**src/smr_cfg.svh**
```systemverilog
// Timing and counter width constants for the supply monitor reset block
`ifndef SMR_CFG_SVH
`define SMR_CFG_SVH
`define SMR_CLK_HZ      50000000
`define SMR_HOLD_MS_0   1
`define SMR_HOLD_MS_1   50
`define SMR_HOLD_MS_2   100
`define SMR_HOLD_MS_3   200
`define SMR_MS_PER_S    1000
`define SMR_CNT_W       24
`endif

```
**src/smr_pkg.sv**
```systemverilog
// Types for the supply monitor reset block
package smr_pkg;
  typedef enum logic [1:0] {
    SMR_ST_LOW   = 2'b00,
    SMR_ST_HOLD  = 2'b01,
    SMR_ST_RUN   = 2'b10
  } smr_state_t;
  typedef logic [1:0] smr_sel_t;
endpackage

```
**src/smr_top.sv**
```systemverilog
// Supply monitor reset: reset generator with hold timer and second-monitor flag
// Overview of operation
// [RULE1] The second-monitor flag goes high when the second comparator reports above its trip.
// [RULE2] The second-monitor flag goes low whenever the second comparator reports below trip.
// [RULE3] The flag follows the comparator directly, with no hold delay.
// [RULE4] Reset is driven high whenever the supply comparator reports below the supply trip.
// [RULE5] After power-up reset stays high for the hold interval counted from supply stable.
// [RULE6] The hold interval length is chosen by the two timeout select bits.
// [RULE7] Reset is forced high while the manual reset input is asserted.
// [RULE8] A new low report during the hold count restarts the count from zero.
`timescale 1ns/1ps
`include "smr_cfg.svh"
module smr_top #(
  parameter int            CW    = `SMR_CNT_W,
  parameter logic [CW-1:0] HOLD0 = CW'(`SMR_CLK_HZ / `SMR_MS_PER_S * `SMR_HOLD_MS_0),
  parameter logic [CW-1:0] HOLD1 = CW'(`SMR_CLK_HZ / `SMR_MS_PER_S * `SMR_HOLD_MS_1),
  parameter logic [CW-1:0] HOLD2 = CW'(`SMR_CLK_HZ / `SMR_MS_PER_S * `SMR_HOLD_MS_2),
  parameter logic [CW-1:0] HOLD3 = CW'(`SMR_CLK_HZ / `SMR_MS_PER_S * `SMR_HOLD_MS_3)
) (
  input  wire logic clk,
  input  wire logic rst_n,
  input  wire logic supply_ok,
  input  wire logic second_monitor_input,
  input  wire logic manual_reset_input,
  input  wire logic timeout_select_bit0,
  input  wire logic timeout_select_bit1,
  output logic      reset_out,
  output logic      reset_oe,
  output logic      second_monitor_flag,
  output logic      second_monitor_oe
);
  import smr_pkg::*;
  ////////////////////////////////////////////////////////////////////////////
  smr_state_t st_q;
  smr_state_t st_d;
  logic       rst_d;
  logic       flag_d;
  logic       hold_done;
  smr_sel_t   sel;
  // Select bits sampled live; a change mid-hold takes the new length
  assign sel = {timeout_select_bit1, timeout_select_bit0}; // [RULE6]
  smr_hold_timer #(
    .CW     (CW),
    .LIMIT0 (HOLD0),
    .LIMIT1 (HOLD1),
    .LIMIT2 (HOLD2),
    .LIMIT3 (HOLD3)
  ) u_timer (
    .clk   (clk),
    .rst_n (rst_n),
    .clear (st_q != SMR_ST_HOLD || !supply_ok), // [RULE8]
    .sel   (sel),
    .done  (hold_done)
  );
  ////////////////////////////////////////////////////////////////////////////
  always_comb begin
    st_d = st_q;
    case (st_q)
      SMR_ST_LOW:  if (supply_ok) st_d = SMR_ST_HOLD; // [RULE5]
      SMR_ST_HOLD: begin
        if (!supply_ok) begin
          st_d = SMR_ST_LOW; // [RULE8]
        end else if (hold_done) begin
          st_d = SMR_ST_RUN; // [RULE5]
        end
      end
      SMR_ST_RUN:  if (!supply_ok) st_d = SMR_ST_LOW; // [RULE4]
      default:     st_d = SMR_ST_LOW;
    endcase
    // Manual reset overrides the state machine  [RULE7]
    rst_d  = (st_d != SMR_ST_RUN) || manual_reset_input; // [RULE4]
    // No filtering: comparator noise passes to the pin  [RULE3]
    flag_d = second_monitor_input; // [RULE1] [RULE2]
  end
  always_ff @(posedge clk or negedge rst_n) begin
    if (!rst_n) begin
      st_q                <= SMR_ST_LOW;
      reset_out           <= 1'b1;
      second_monitor_flag <= 1'b0;
    end else begin
      st_q                <= st_d;
      reset_out           <= rst_d;
      second_monitor_flag <= flag_d;
    end
  end
  // Open drain: pull low only when the level is low
  always_ff @(posedge clk or negedge rst_n) begin
    if (!rst_n) begin
      reset_oe          <= 1'b0;
      second_monitor_oe <= 1'b1;
    end else begin
      reset_oe          <= !rst_d;
      second_monitor_oe <= !flag_d;
    end
  end
  ////////////////////////////////////////////////////////////////////////////
  a_flag_follow: assert property (@(posedge clk) disable iff (!rst_n)
    second_monitor_input |=> second_monitor_flag) else $error("flag not high"); // [RULE1]
  a_flag_low: assert property (@(posedge clk) disable iff (!rst_n)
    !second_monitor_input |=> !second_monitor_flag) else $error("flag not low"); // [RULE2]
  a_flag_nodelay: assert property (@(posedge clk) disable iff (!rst_n)
    $rose(second_monitor_input) |=> $rose(second_monitor_flag)) else $error("flag delayed"); // [RULE3]
  a_supply_low: assert property (@(posedge clk) disable iff (!rst_n)
    !supply_ok |=> reset_out) else $error("reset not on low supply"); // [RULE4]
  a_hold_min: assert property (@(posedge clk) disable iff (!rst_n)
    $rose(supply_ok) |=> reset_out [*3]) else $error("hold too short"); // [RULE5]
  a_manual: assert property (@(posedge clk) disable iff (!rst_n)
    manual_reset_input |=> reset_out) else $error("manual reset ignored"); // [RULE7]
  a_release_cause: assert property (@(posedge clk) disable iff (!rst_n)
    $fell(reset_out) |-> $past(hold_done) || $past(st_q == SMR_ST_RUN)) else $error("early release"); // [RULE6]
  a_restart_hold: assert property (@(posedge clk) disable iff (!rst_n)
    (st_q == SMR_ST_HOLD && !supply_ok) |=> st_q == SMR_ST_LOW ##1 !hold_done)
    else $error("hold not restarted"); // [RULE8]
  ////////////////////////////////////////////////////////////////////////////
  // Checker helpers: an independent count of hold cycles, so a timer that
  // ends early cannot hide behind its own done flag
  logic [CW-1:0] chk_limit;
  logic [CW-1:0] hold_cyc_q;
  logic [CW-1:0] hold_cyc_d;
  always_comb begin
    case (sel)
      2'h0:    chk_limit = HOLD0;
      2'h1:    chk_limit = HOLD1;
      2'h2:    chk_limit = HOLD2;
      default: chk_limit = HOLD3;
    endcase
    // Same clear condition as the timer, but no saturation
    if (st_q == SMR_ST_HOLD && supply_ok) begin
      hold_cyc_d = hold_cyc_q + CW'(1);
    end else begin
      hold_cyc_d = '0;
    end
  end
  always_ff @(posedge clk or negedge rst_n) begin
    if (!rst_n) begin
      hold_cyc_q <= '0;
    end else begin
      hold_cyc_q <= hold_cyc_d;
    end
  end
  ////////////////////////////////////////////////////////////////////////////

  a_flag_fall: assert property (@(posedge clk) disable iff (!rst_n) // [RULE3]
    $fell(second_monitor_input)
    |=> $fell(second_monitor_flag))
    else $error("flag fall delayed");

  a_flag_pin: assert property (@(posedge clk) disable iff (!rst_n) // [RULE2]
    second_monitor_oe == !second_monitor_flag)
    else $error("flag pin enable mismatch");

  a_reset_pin: assert property (@(posedge clk) disable iff (!rst_n) // [RULE4]
    reset_oe == !reset_out)
    else $error("reset pin enable mismatch");

  a_low_reset: assert property (@(posedge clk) disable iff (!rst_n) // [RULE4]
    st_q == SMR_ST_LOW
    |-> reset_out)
    else $error("reset low in low state");

  a_run_supply: assert property (@(posedge clk) disable iff (!rst_n) // [RULE4]
    st_q == SMR_ST_RUN
    |-> $past(supply_ok))
    else $error("run without supply");

  a_run_stay: assert property (@(posedge clk) disable iff (!rst_n) // [RULE4]
    (st_q == SMR_ST_RUN && supply_ok)
    |=> st_q == SMR_ST_RUN)
    else $error("run left with good supply");

  a_low_stay: assert property (@(posedge clk) disable iff (!rst_n) // [RULE5]
    (st_q == SMR_ST_LOW && !supply_ok)
    |=> st_q == SMR_ST_LOW)
    else $error("low left without supply");

  a_hold_reset: assert property (@(posedge clk) disable iff (!rst_n) // [RULE5]
    st_q == SMR_ST_HOLD
    |-> reset_out)
    else $error("reset low during hold");

  a_hold_enter: assert property (@(posedge clk) disable iff (!rst_n) // [RULE5]
    (st_q == SMR_ST_LOW && supply_ok)
    |=> st_q == SMR_ST_HOLD)
    else $error("hold not entered");

  a_hold_exit: assert property (@(posedge clk) disable iff (!rst_n) // [RULE5]
    (st_q == SMR_ST_HOLD && supply_ok && hold_done)
    |=> st_q == SMR_ST_RUN)
    else $error("hold not left");

  a_run_release: assert property (@(posedge clk) disable iff (!rst_n) // [RULE5]
    (st_q == SMR_ST_RUN && supply_ok && !manual_reset_input)
    |=> !reset_out)
    else $error("reset not released");

  a_hold_length: assert property (@(posedge clk) disable iff (!rst_n) // [RULE6]
    (st_q == SMR_ST_HOLD && hold_done)
    |-> hold_cyc_q >= $past(chk_limit))
    else $error("hold shorter than selected");

  a_timer_clear: assert property (@(posedge clk) disable iff (!rst_n) // [RULE8]
    st_q != SMR_ST_HOLD
    |=> !hold_done)
    else $error("timer not cleared");

  a_manual_release: assert property (@(posedge clk) disable iff (!rst_n) // [RULE7]
    $fell(reset_out)
    |-> !$past(manual_reset_input))
    else $error("release during manual reset");

  a_state_legal: assert property (@(posedge clk) disable iff (!rst_n) // [RULE4]
    st_q inside {SMR_ST_LOW, SMR_ST_HOLD, SMR_ST_RUN})
    else $error("illegal state");
endmodule

```
**src/smr_hold_timer.sv**
```systemverilog
// Hold interval counter with per-select terminal counts
`timescale 1ns/1ps
`include "smr_cfg.svh"
module smr_hold_timer #(
  parameter int                   CW     = `SMR_CNT_W,
  parameter logic [CW-1:0]        LIMIT0 = CW'(`SMR_CLK_HZ / `SMR_MS_PER_S * `SMR_HOLD_MS_0),
  parameter logic [CW-1:0]        LIMIT1 = CW'(`SMR_CLK_HZ / `SMR_MS_PER_S * `SMR_HOLD_MS_1),
  parameter logic [CW-1:0]        LIMIT2 = CW'(`SMR_CLK_HZ / `SMR_MS_PER_S * `SMR_HOLD_MS_2),
  parameter logic [CW-1:0]        LIMIT3 = CW'(`SMR_CLK_HZ / `SMR_MS_PER_S * `SMR_HOLD_MS_3)
) (
  input  wire logic               clk,
  input  wire logic               rst_n,
  input  wire logic               clear,
  input  wire smr_pkg::smr_sel_t  sel,
  output logic                    done
);
  import smr_pkg::*;
  logic [CW-1:0] cnt_q;
  logic [CW-1:0] cnt_d;
  logic [CW-1:0] limit;
  logic          done_d;
  always_comb begin
    case (sel)
      2'h0:    limit = LIMIT0;
      2'h1:    limit = LIMIT1;
      2'h2:    limit = LIMIT2;
      default: limit = LIMIT3;
    endcase
    // Clear restarts from zero  [RULE8]
    if (clear) begin
      cnt_d = '0;
    end else if (cnt_q < limit) begin
      cnt_d = cnt_q + CW'(1);
    end else begin
      cnt_d = cnt_q;
    end
    done_d = !clear && (cnt_d >= limit);
  end
  always_ff @(posedge clk or negedge rst_n) begin
    if (!rst_n) begin
      cnt_q <= '0;
      done  <= 1'b0;
    end else begin
      cnt_q <= cnt_d;
      done  <= done_d;
    end
  end
endmodule

```
**config.mk**
```make
export PLATFORM = sky130hd
export DESIGN_NAME = smr_top
export DESIGN_NICKNAME = d
export VERILOG_FILES = /design/src/smr_pkg.sv /design/src/smr_top.sv /design/src/smr_hold_timer.sv
export VERILOG_INCLUDE_DIRS = /design/src
export SDC_FILE = /design/constraint.sdc
export NUM_CORES = 1
export LEC_CHECK = 0
export BUFFER_PORTS_ARGS = -buffer_cell sky130_fd_sc_hd__buf_2
export CORE_MARGIN = 10
export CORE_UTILIZATION = 55
export DETAILED_ROUTE_END_ITERATION = 16
export GPL_ROUTABILITY_DRIVEN = 0
export MAX_ROUTING_LAYER = met4
export PLACE_DENSITY_LB_ADDON = 0.1
export SETUP_SLACK_MARGIN = 0.1
export SLEW_MARGIN = 20
export SYNTH_ARGS = -nofsm -noshare
export SYNTH_HDL_FRONTEND = slang
export SYNTH_SLANG_ARGS = --single-unit
```
**constraint.sdc**
```tcl
create_clock -name clk -period 4.25 [get_ports clk]
set_input_delay 0.2125 -clock clk [delete_from_list [all_inputs] [get_ports clk]]
set_output_delay 0.2125 -clock clk [all_outputs]
set_load 0.005 [all_outputs]
```
# Yosys cells after proc, flatten, opt, wreduce, memory -nomap -nowiden
# Index checks and enable logic that the tools add are counted.
totals:
  register_bits: 31
  latch_bits: 0
  ramBits: 0
  rom_bits: 0
  output_inout_bits: 4
  elab_cells: 33
  mem_count: 0
classes:
  addsub: 1
  multipliers: 0
  div_mod_pow: 0
  order_cmp: 2
  n_eq_ne: 6
  n_shift: 0
  muxes: 8
  bitwise: 0
  reduce_logical: 9
ops:
  columns: ["cell", "count"]
  rows:
  - ["one-hot mux 24 bit (3 select lines)", 1]
  - ["two-way mux 24 bit", 2]
  - ["adder 24 x 1 -> 24 bit (second input constant)", 1]
  - [">= comparator 24 bit", 1]
  - ["less-than comparator 24 bit", 1]
  - ["two-way mux 2 bit", 4]
  - ["one-hot mux 2 bit (3 select lines)", 1]
  - ["equality test 2 x 1 -> 1 bit (second input constant)", 2]
  - ["equality test 2 bit (second input constant)", 2]
  - ["logical NOT 1 bit", 4]
  - ["logical NOT 2 bit", 2]
  - ["logical OR 1 bit", 2]
  - ["!= test 2 x 1 -> 1 bit (second input constant)", 1]
  - ["!= test 2 bit (second input constant)", 1]
  - ["logical AND 1 bit", 1]

# Longest topological paths before layout
depth:
  word_depth: 7
  depth_mapped: 21
  depth_no_buf: 19

# Modules after synthesis
# Synthesis repeated with hierarchy kept, for this count alone.
unflattened:
  cells_unflattened: 250
  hier_area_um2: 2383.5
modules_own_cells:
  columns: ["mod", "n_inst", "cells_per_inst", "area_per_inst_um2", "seq_area_each_um2"]
  rows:
  - ["smr_hold_timer", 1, 235, 2175.8, 625.6]
  - ["smr_top", 1, 15, 207.7, 152.6]

# Worst setup path after synthesis
# OpenSTA, ideal clock, no wires.
synth_path:
  kind: "input -> register"
  from: "input timeout_select_bit1"
  to: "register u_timer.done"
  arrival_time_ns: 4.775
  required_time_ns: 4.121
  slack_ns: -0.654
  cell_stages: 20
  cell_sequence: "inv_1 -> ha_1 -> inv_1 -> ha_1 -> a21o_1 -> a21o_1 -> a22oi_4 -> nand3_4 -> or4_4 -> buf_6 -> or4_1 -> a21oi_1 -> ha_1 -> a2111oi_0 -> o21ai_1 -> a221o_1 -> or2_2 -> or4_1 -> a32oi_1 -> o31ai_1"
synth_between:
  elab_chain_cells: 7
synth_lines:
  columns: ["element", "line", "rtl"]
  rows:
  - ["start, declared", "smr_top.sv:26", "input wire logic timeout_select_bit1,"]
  - ["equality test 2 bit (tied with other cells)", "smr_hold_timer.sv:23", "case (sel)"]
  - ["one-hot mux 24 bit (3 select lines) *", "smr_hold_timer.sv:23", null]
  - ["less-than comparator 24 bit *", "smr_hold_timer.sv:32", "end else if (cnt_q < limit) begin"]
  - ["two-way mux 24 bit *", "smr_hold_timer.sv:32", null]
  - ["two-way mux 24 bit *", "smr_hold_timer.sv:30", "if (clear) begin"]
  - ["named net u_timer.cnt_d[11]", "smr_hold_timer.sv:19", "logic [CW-1:0] cnt_d;"]
  - [">= comparator 24 bit *", "smr_hold_timer.sv:37", "done_d = !clear && (cnt_d >= limit);"]
  - ["logical AND 1 bit *", "smr_hold_timer.sv:37", null]
  - ["named net u_timer.done_d", "smr_hold_timer.sv:21", "logic done_d;"]
  - ["end signal, assigned", "smr_hold_timer.sv:45", "done <= done_d;"]
  - ["end, declared", "smr_hold_timer.sv:15", "output logic done"]
# The timed path passes the listed nets; every way through them passes the cells marked *.

# Worst setup path after layout
layout_path:
  from: "register u_timer.cnt_q[15]"
  to: "register u_timer.done"
layout_between:
  elab_chain_cells: 5
layout_lines:
  columns: ["element", "line", "rtl"]
  rows:
  - ["start, declared", "smr_hold_timer.sv:18", "logic [CW-1:0] cnt_q;"]
  - ["start signal, assigned", "smr_hold_timer.sv:44", "cnt_q <= cnt_d;"]
  - ["less-than comparator 24 bit", "smr_hold_timer.sv:32", null]
  - ["two-way mux 24 bit", "smr_hold_timer.sv:32", null]
  - ["two-way mux 24 bit", "smr_hold_timer.sv:30", null]
  - ["named net u_timer.cnt_d[11]", "smr_hold_timer.sv:19", null]
  - [">= comparator 24 bit", "smr_hold_timer.sv:37", null]
  - ["logical AND 1 bit", "smr_hold_timer.sv:37", null]
  - ["named net u_timer.done_d", "smr_hold_timer.sv:21", null]
# The timed path passes the listed nets, and every way through them passes these cells.

==> impl_metrics.toml <==
[grt]
grt_max_degree = 32
grt_pass1_wl_mm = 12.59
antenna_found_initial = 0
grt_overflow = 0
grt_pass1_vias = 2456
grt_usage = 0.2107

[floorplan]
die_area_um2 = 8027
initial_utilization = 0.5640
rows = 25
core_um2 = 4723
io_pins = 11
die_w_um = 89.60
dieHeight_um = 89.60

[power]
p_per_area_nw_per_um2 = 186.7
p_leak_uw = 0.001583
finalPower_uw = 653.0
ir_drop_v = 0.0001222

[synthesis]
synthMuxAreaShare = 0.003758
postSynth.asyncResetShare = 1.000
syn_area_um2 = 2664
yosysTopAreaCell = "dfrtp_1"
synth_top_area_frac = 0.2724
synth_xor_area_frac = 0.03946
ys_top_cells_by_area = "dfrtp_1 (27%), ha_1 (19%), a21oi_1 (3.9%), nand2_1 (3.1%), xnor2_1 (3.0%)"
synth_fa_ha_area_frac = 0.1926
avgSynthCellArea_um2 = 9.061
synth-compound-area-share = 0.2024
synth_seq_cells = 31
netlist_instances = 294
synth_ff_type = "dfrtp_1"
ys.warnings.count = 0
synth_edf_count = 0
syn-num-nets = 342
synth_top_family_by_area = "simple AND/OR/NAND/NOR gates"
seq_area_frac_synth = 0.2922
synth_cell_types = 53
yosys.area_share.simple = 0.2194

[worst_hold_path]
holdCritStartpoint = "second_monitor_input"
hold_path_class = "input port to register"

[sta]
fin_ws_ns = -0.2571
fin_crit_sh = 1.060
rsz0062_at_grt = "yes"
period_needed_ns = 4.507
finalSetupViolCount = 1
final-hold-violation-count = 0
worst_hold_slack_ns = 0.02703
worst_slew_pin_slew_ns = 0.7488
slew_viol_final = 0
fmax_mhz = 221.9
skew_ns = 0.006596
max_slew_margin = 0.5008

[clock_tree]
cts_buffers = 5
cts_sinks = 31
ctsHtreeMaxLevel = 2
clk_pin_slew_ns = 0.07
cts_tree = "done"
cts_buffer_depth = 2
cts_root_buf = "clkbuf_8"
clock_latency_ns = 0.30

[setup_path]
critPathMaxFanout = 7
end_kind = "register"
critPathKind = "register to register"
crit_chain = "ha_1, a21oi_2, o21ai_2, a22oi_4, nand3_4, or4_4, or4_4, a21oi_2, ha_1, a2111oi_2, o21ai_1, a221o_1, or2_4, or4_4, a32oi_2, o31ai_1"
crit_arrival_ns = 4.69
max_stage_delay_ns = 0.60
crit_family = "simple AND/OR/NAND/NOR gates"
critical_path.startpoint_type = "register"
path_common_cell = "or4_4"
cp-startpoint = "u_timer.cnt_q[15]$_DFF_PN0_"
cp_num_buf_inv = 0
crit_slowest_cell = "or4_4"
crit_required_ns = 4.43
timing.rr.start = "u_timer.cnt_q[15]$_DFF_PN0_"

[routing]
wl_per_cell_um = 17.64
drc = 0
viasPerCell = 5.852
num_vias = 2534
postRouteAntennaNets = 0
first_pass_iters = 5
routed_wl_mm = 7.636
drt_iter0_drc = 135

[placed_design]
place_ws_ns = -0.7108
hpwlAfterDp_mm = 5.932
io_buffers = 10

[outcome]
violations = "negative setup slack"
status = "complete, but fails checks"

[layout]
diodes = 0
final_cell_mix = "buf_4 (65), ha_1 (30), dfrtp_1 (29)"
synthToLayoutAreaGrowth_pct = 31.33
nets = 413
layout_commonest_cell = "buf_4"
drive_gt1_frac = 0.3415

[flow_run]
drv_cap = 0
-- worst paths after layout --
kind,end,slack [ns],depth (start not counted)
worst min register to register,st_q[0]$_DFF_PN0_,0.58,2
worst max-delay path,u_timer.done$_DFF_PN0_,-0.26,16
min in group asynchronous,reset_oe$_DFF_PN0_,0.52,2
max in group asynchronous,u_timer.cnt_q[19]$_DFF_PN0_,3.25,2
worst min-delay path,second_monitor_oe$_DFF_PN1_,0.03,2
worst max register to register,u_timer.done$_DFF_PN0_,-0.26,16
-- worst register-to-register path, stage by stage, from the launching register on --
cell	delay, ns
dfrtp_1	0.38
ha_1	0.33
a21oi_2	0.16
o21ai_2	0.09
a22oi_4	0.23
nand3_4	0.09
or4_4	0.60
or4_4	0.44
a21oi_2	0.17
ha_1	0.26
a2111oi_2	0.29
o21ai_1	0.11
a221o_1	0.32
or2_4	0.23
or4_4	0.41
a32oi_2	0.18
o31ai_1	0.09
-- layout make-up --
class | instances | area, um^2
Clock inverter | 3 | 20.02
Tap cell | 67 | 83.83
Sequential cell | 31 | 778.2
Fill cell | 351 | 1225
Inverter | 19 | 78.83
Timing Repair Buffer | 75 | 549.3
Clock buffer | 5 | 68.82
Multi-Input combinational cell | 233 | 1919
-- where the power goes --
part	total (uW)	internal (uW)	switching, uW
Combinational	110	48.5	61.2
Clock	244	114	130
Sequential	299	298	1.88
Total	653	460	193
-- cells in the mapped netlist, drive strengths merged, types with 4 or more instances --
| cell | instances |
|---|---|
| a21o | 7 |
| a21oi | 22 |
| a31oi | 4 |
| and3 | 5 |
| buf | 6 |
| clkbuf | 5 |
| dfrtp | 29 |
| ha | 41 |
| inv | 19 |
| nand2 | 22 |
| nand3 | 10 |
| nand4 | 8 |
| nor2 | 19 |
| nor3 | 4 |
| nor4 | 7 |
| o21ai | 12 |
| o31ai | 10 |
| or4 | 12 |
| xnor2 | 9 |
-- what timing repair did --
item,4_1_cts,5_1_grt
gates resized for setup,11,5
buffers inserted,5,1
endpoints found under the setup margin,1,1
cloned,0,0
pin swaps,17,8
endpoints found under the hold margin,23,0
hold buffers,1,0
-- cell families (layout without fill, tap and decap cells) --
group | count (synthesis) | in the layout
and+or+nand+nor | 104 | 104
AOI/OAI and AO/OA | 75 | 75
adders and majority gates | 41 | 41
DFF | 31 | 31
buffers and inverters | 30 | 102
xor gates and xnor gates | 12 | 12
muxes | 1 | 1
-- per-stage QoR --
step / instance area [um^2] / setup TNS, ns / cells / util
2_1_floorplan: 2769 / -0.3002 / 294 / -
3_3_place_gp: 3276 / -0.5972 / 418 / 0.6935
3_5_place_dp: 3276 / -0.7108 / 418 / 0.6935
4_1_cts: 3465 / -0.2442 / 432 / 0.7335
5_1_grt: 3498 / -0.4551 / 433 / 0.7407
6_report: 3498 / -0.2571 / 433 / 0.7407
-- state kept, by name, indices dropped and copies added, names as in the netlist --
signal               count
reset_oe                 1
st_q                     2
second_monitor_oe        1
second_monitor_flag      1
u_timer.cnt_q           24
reset_out                1
u_timer.done             1
-- per-layer routing --
metal | wire (um) | track usage | part of all wire
met5 | 0 | - | 0
met1 | 3258 | 0.2400 | 0.43
met4 | 238 | 0.08237 | 0.031
met3 | 316 | 0.04603 | 0.041
met2 | 3822 | 0.3536 | 0.50
Note: power is estimated with default switching activity, not from simulation.
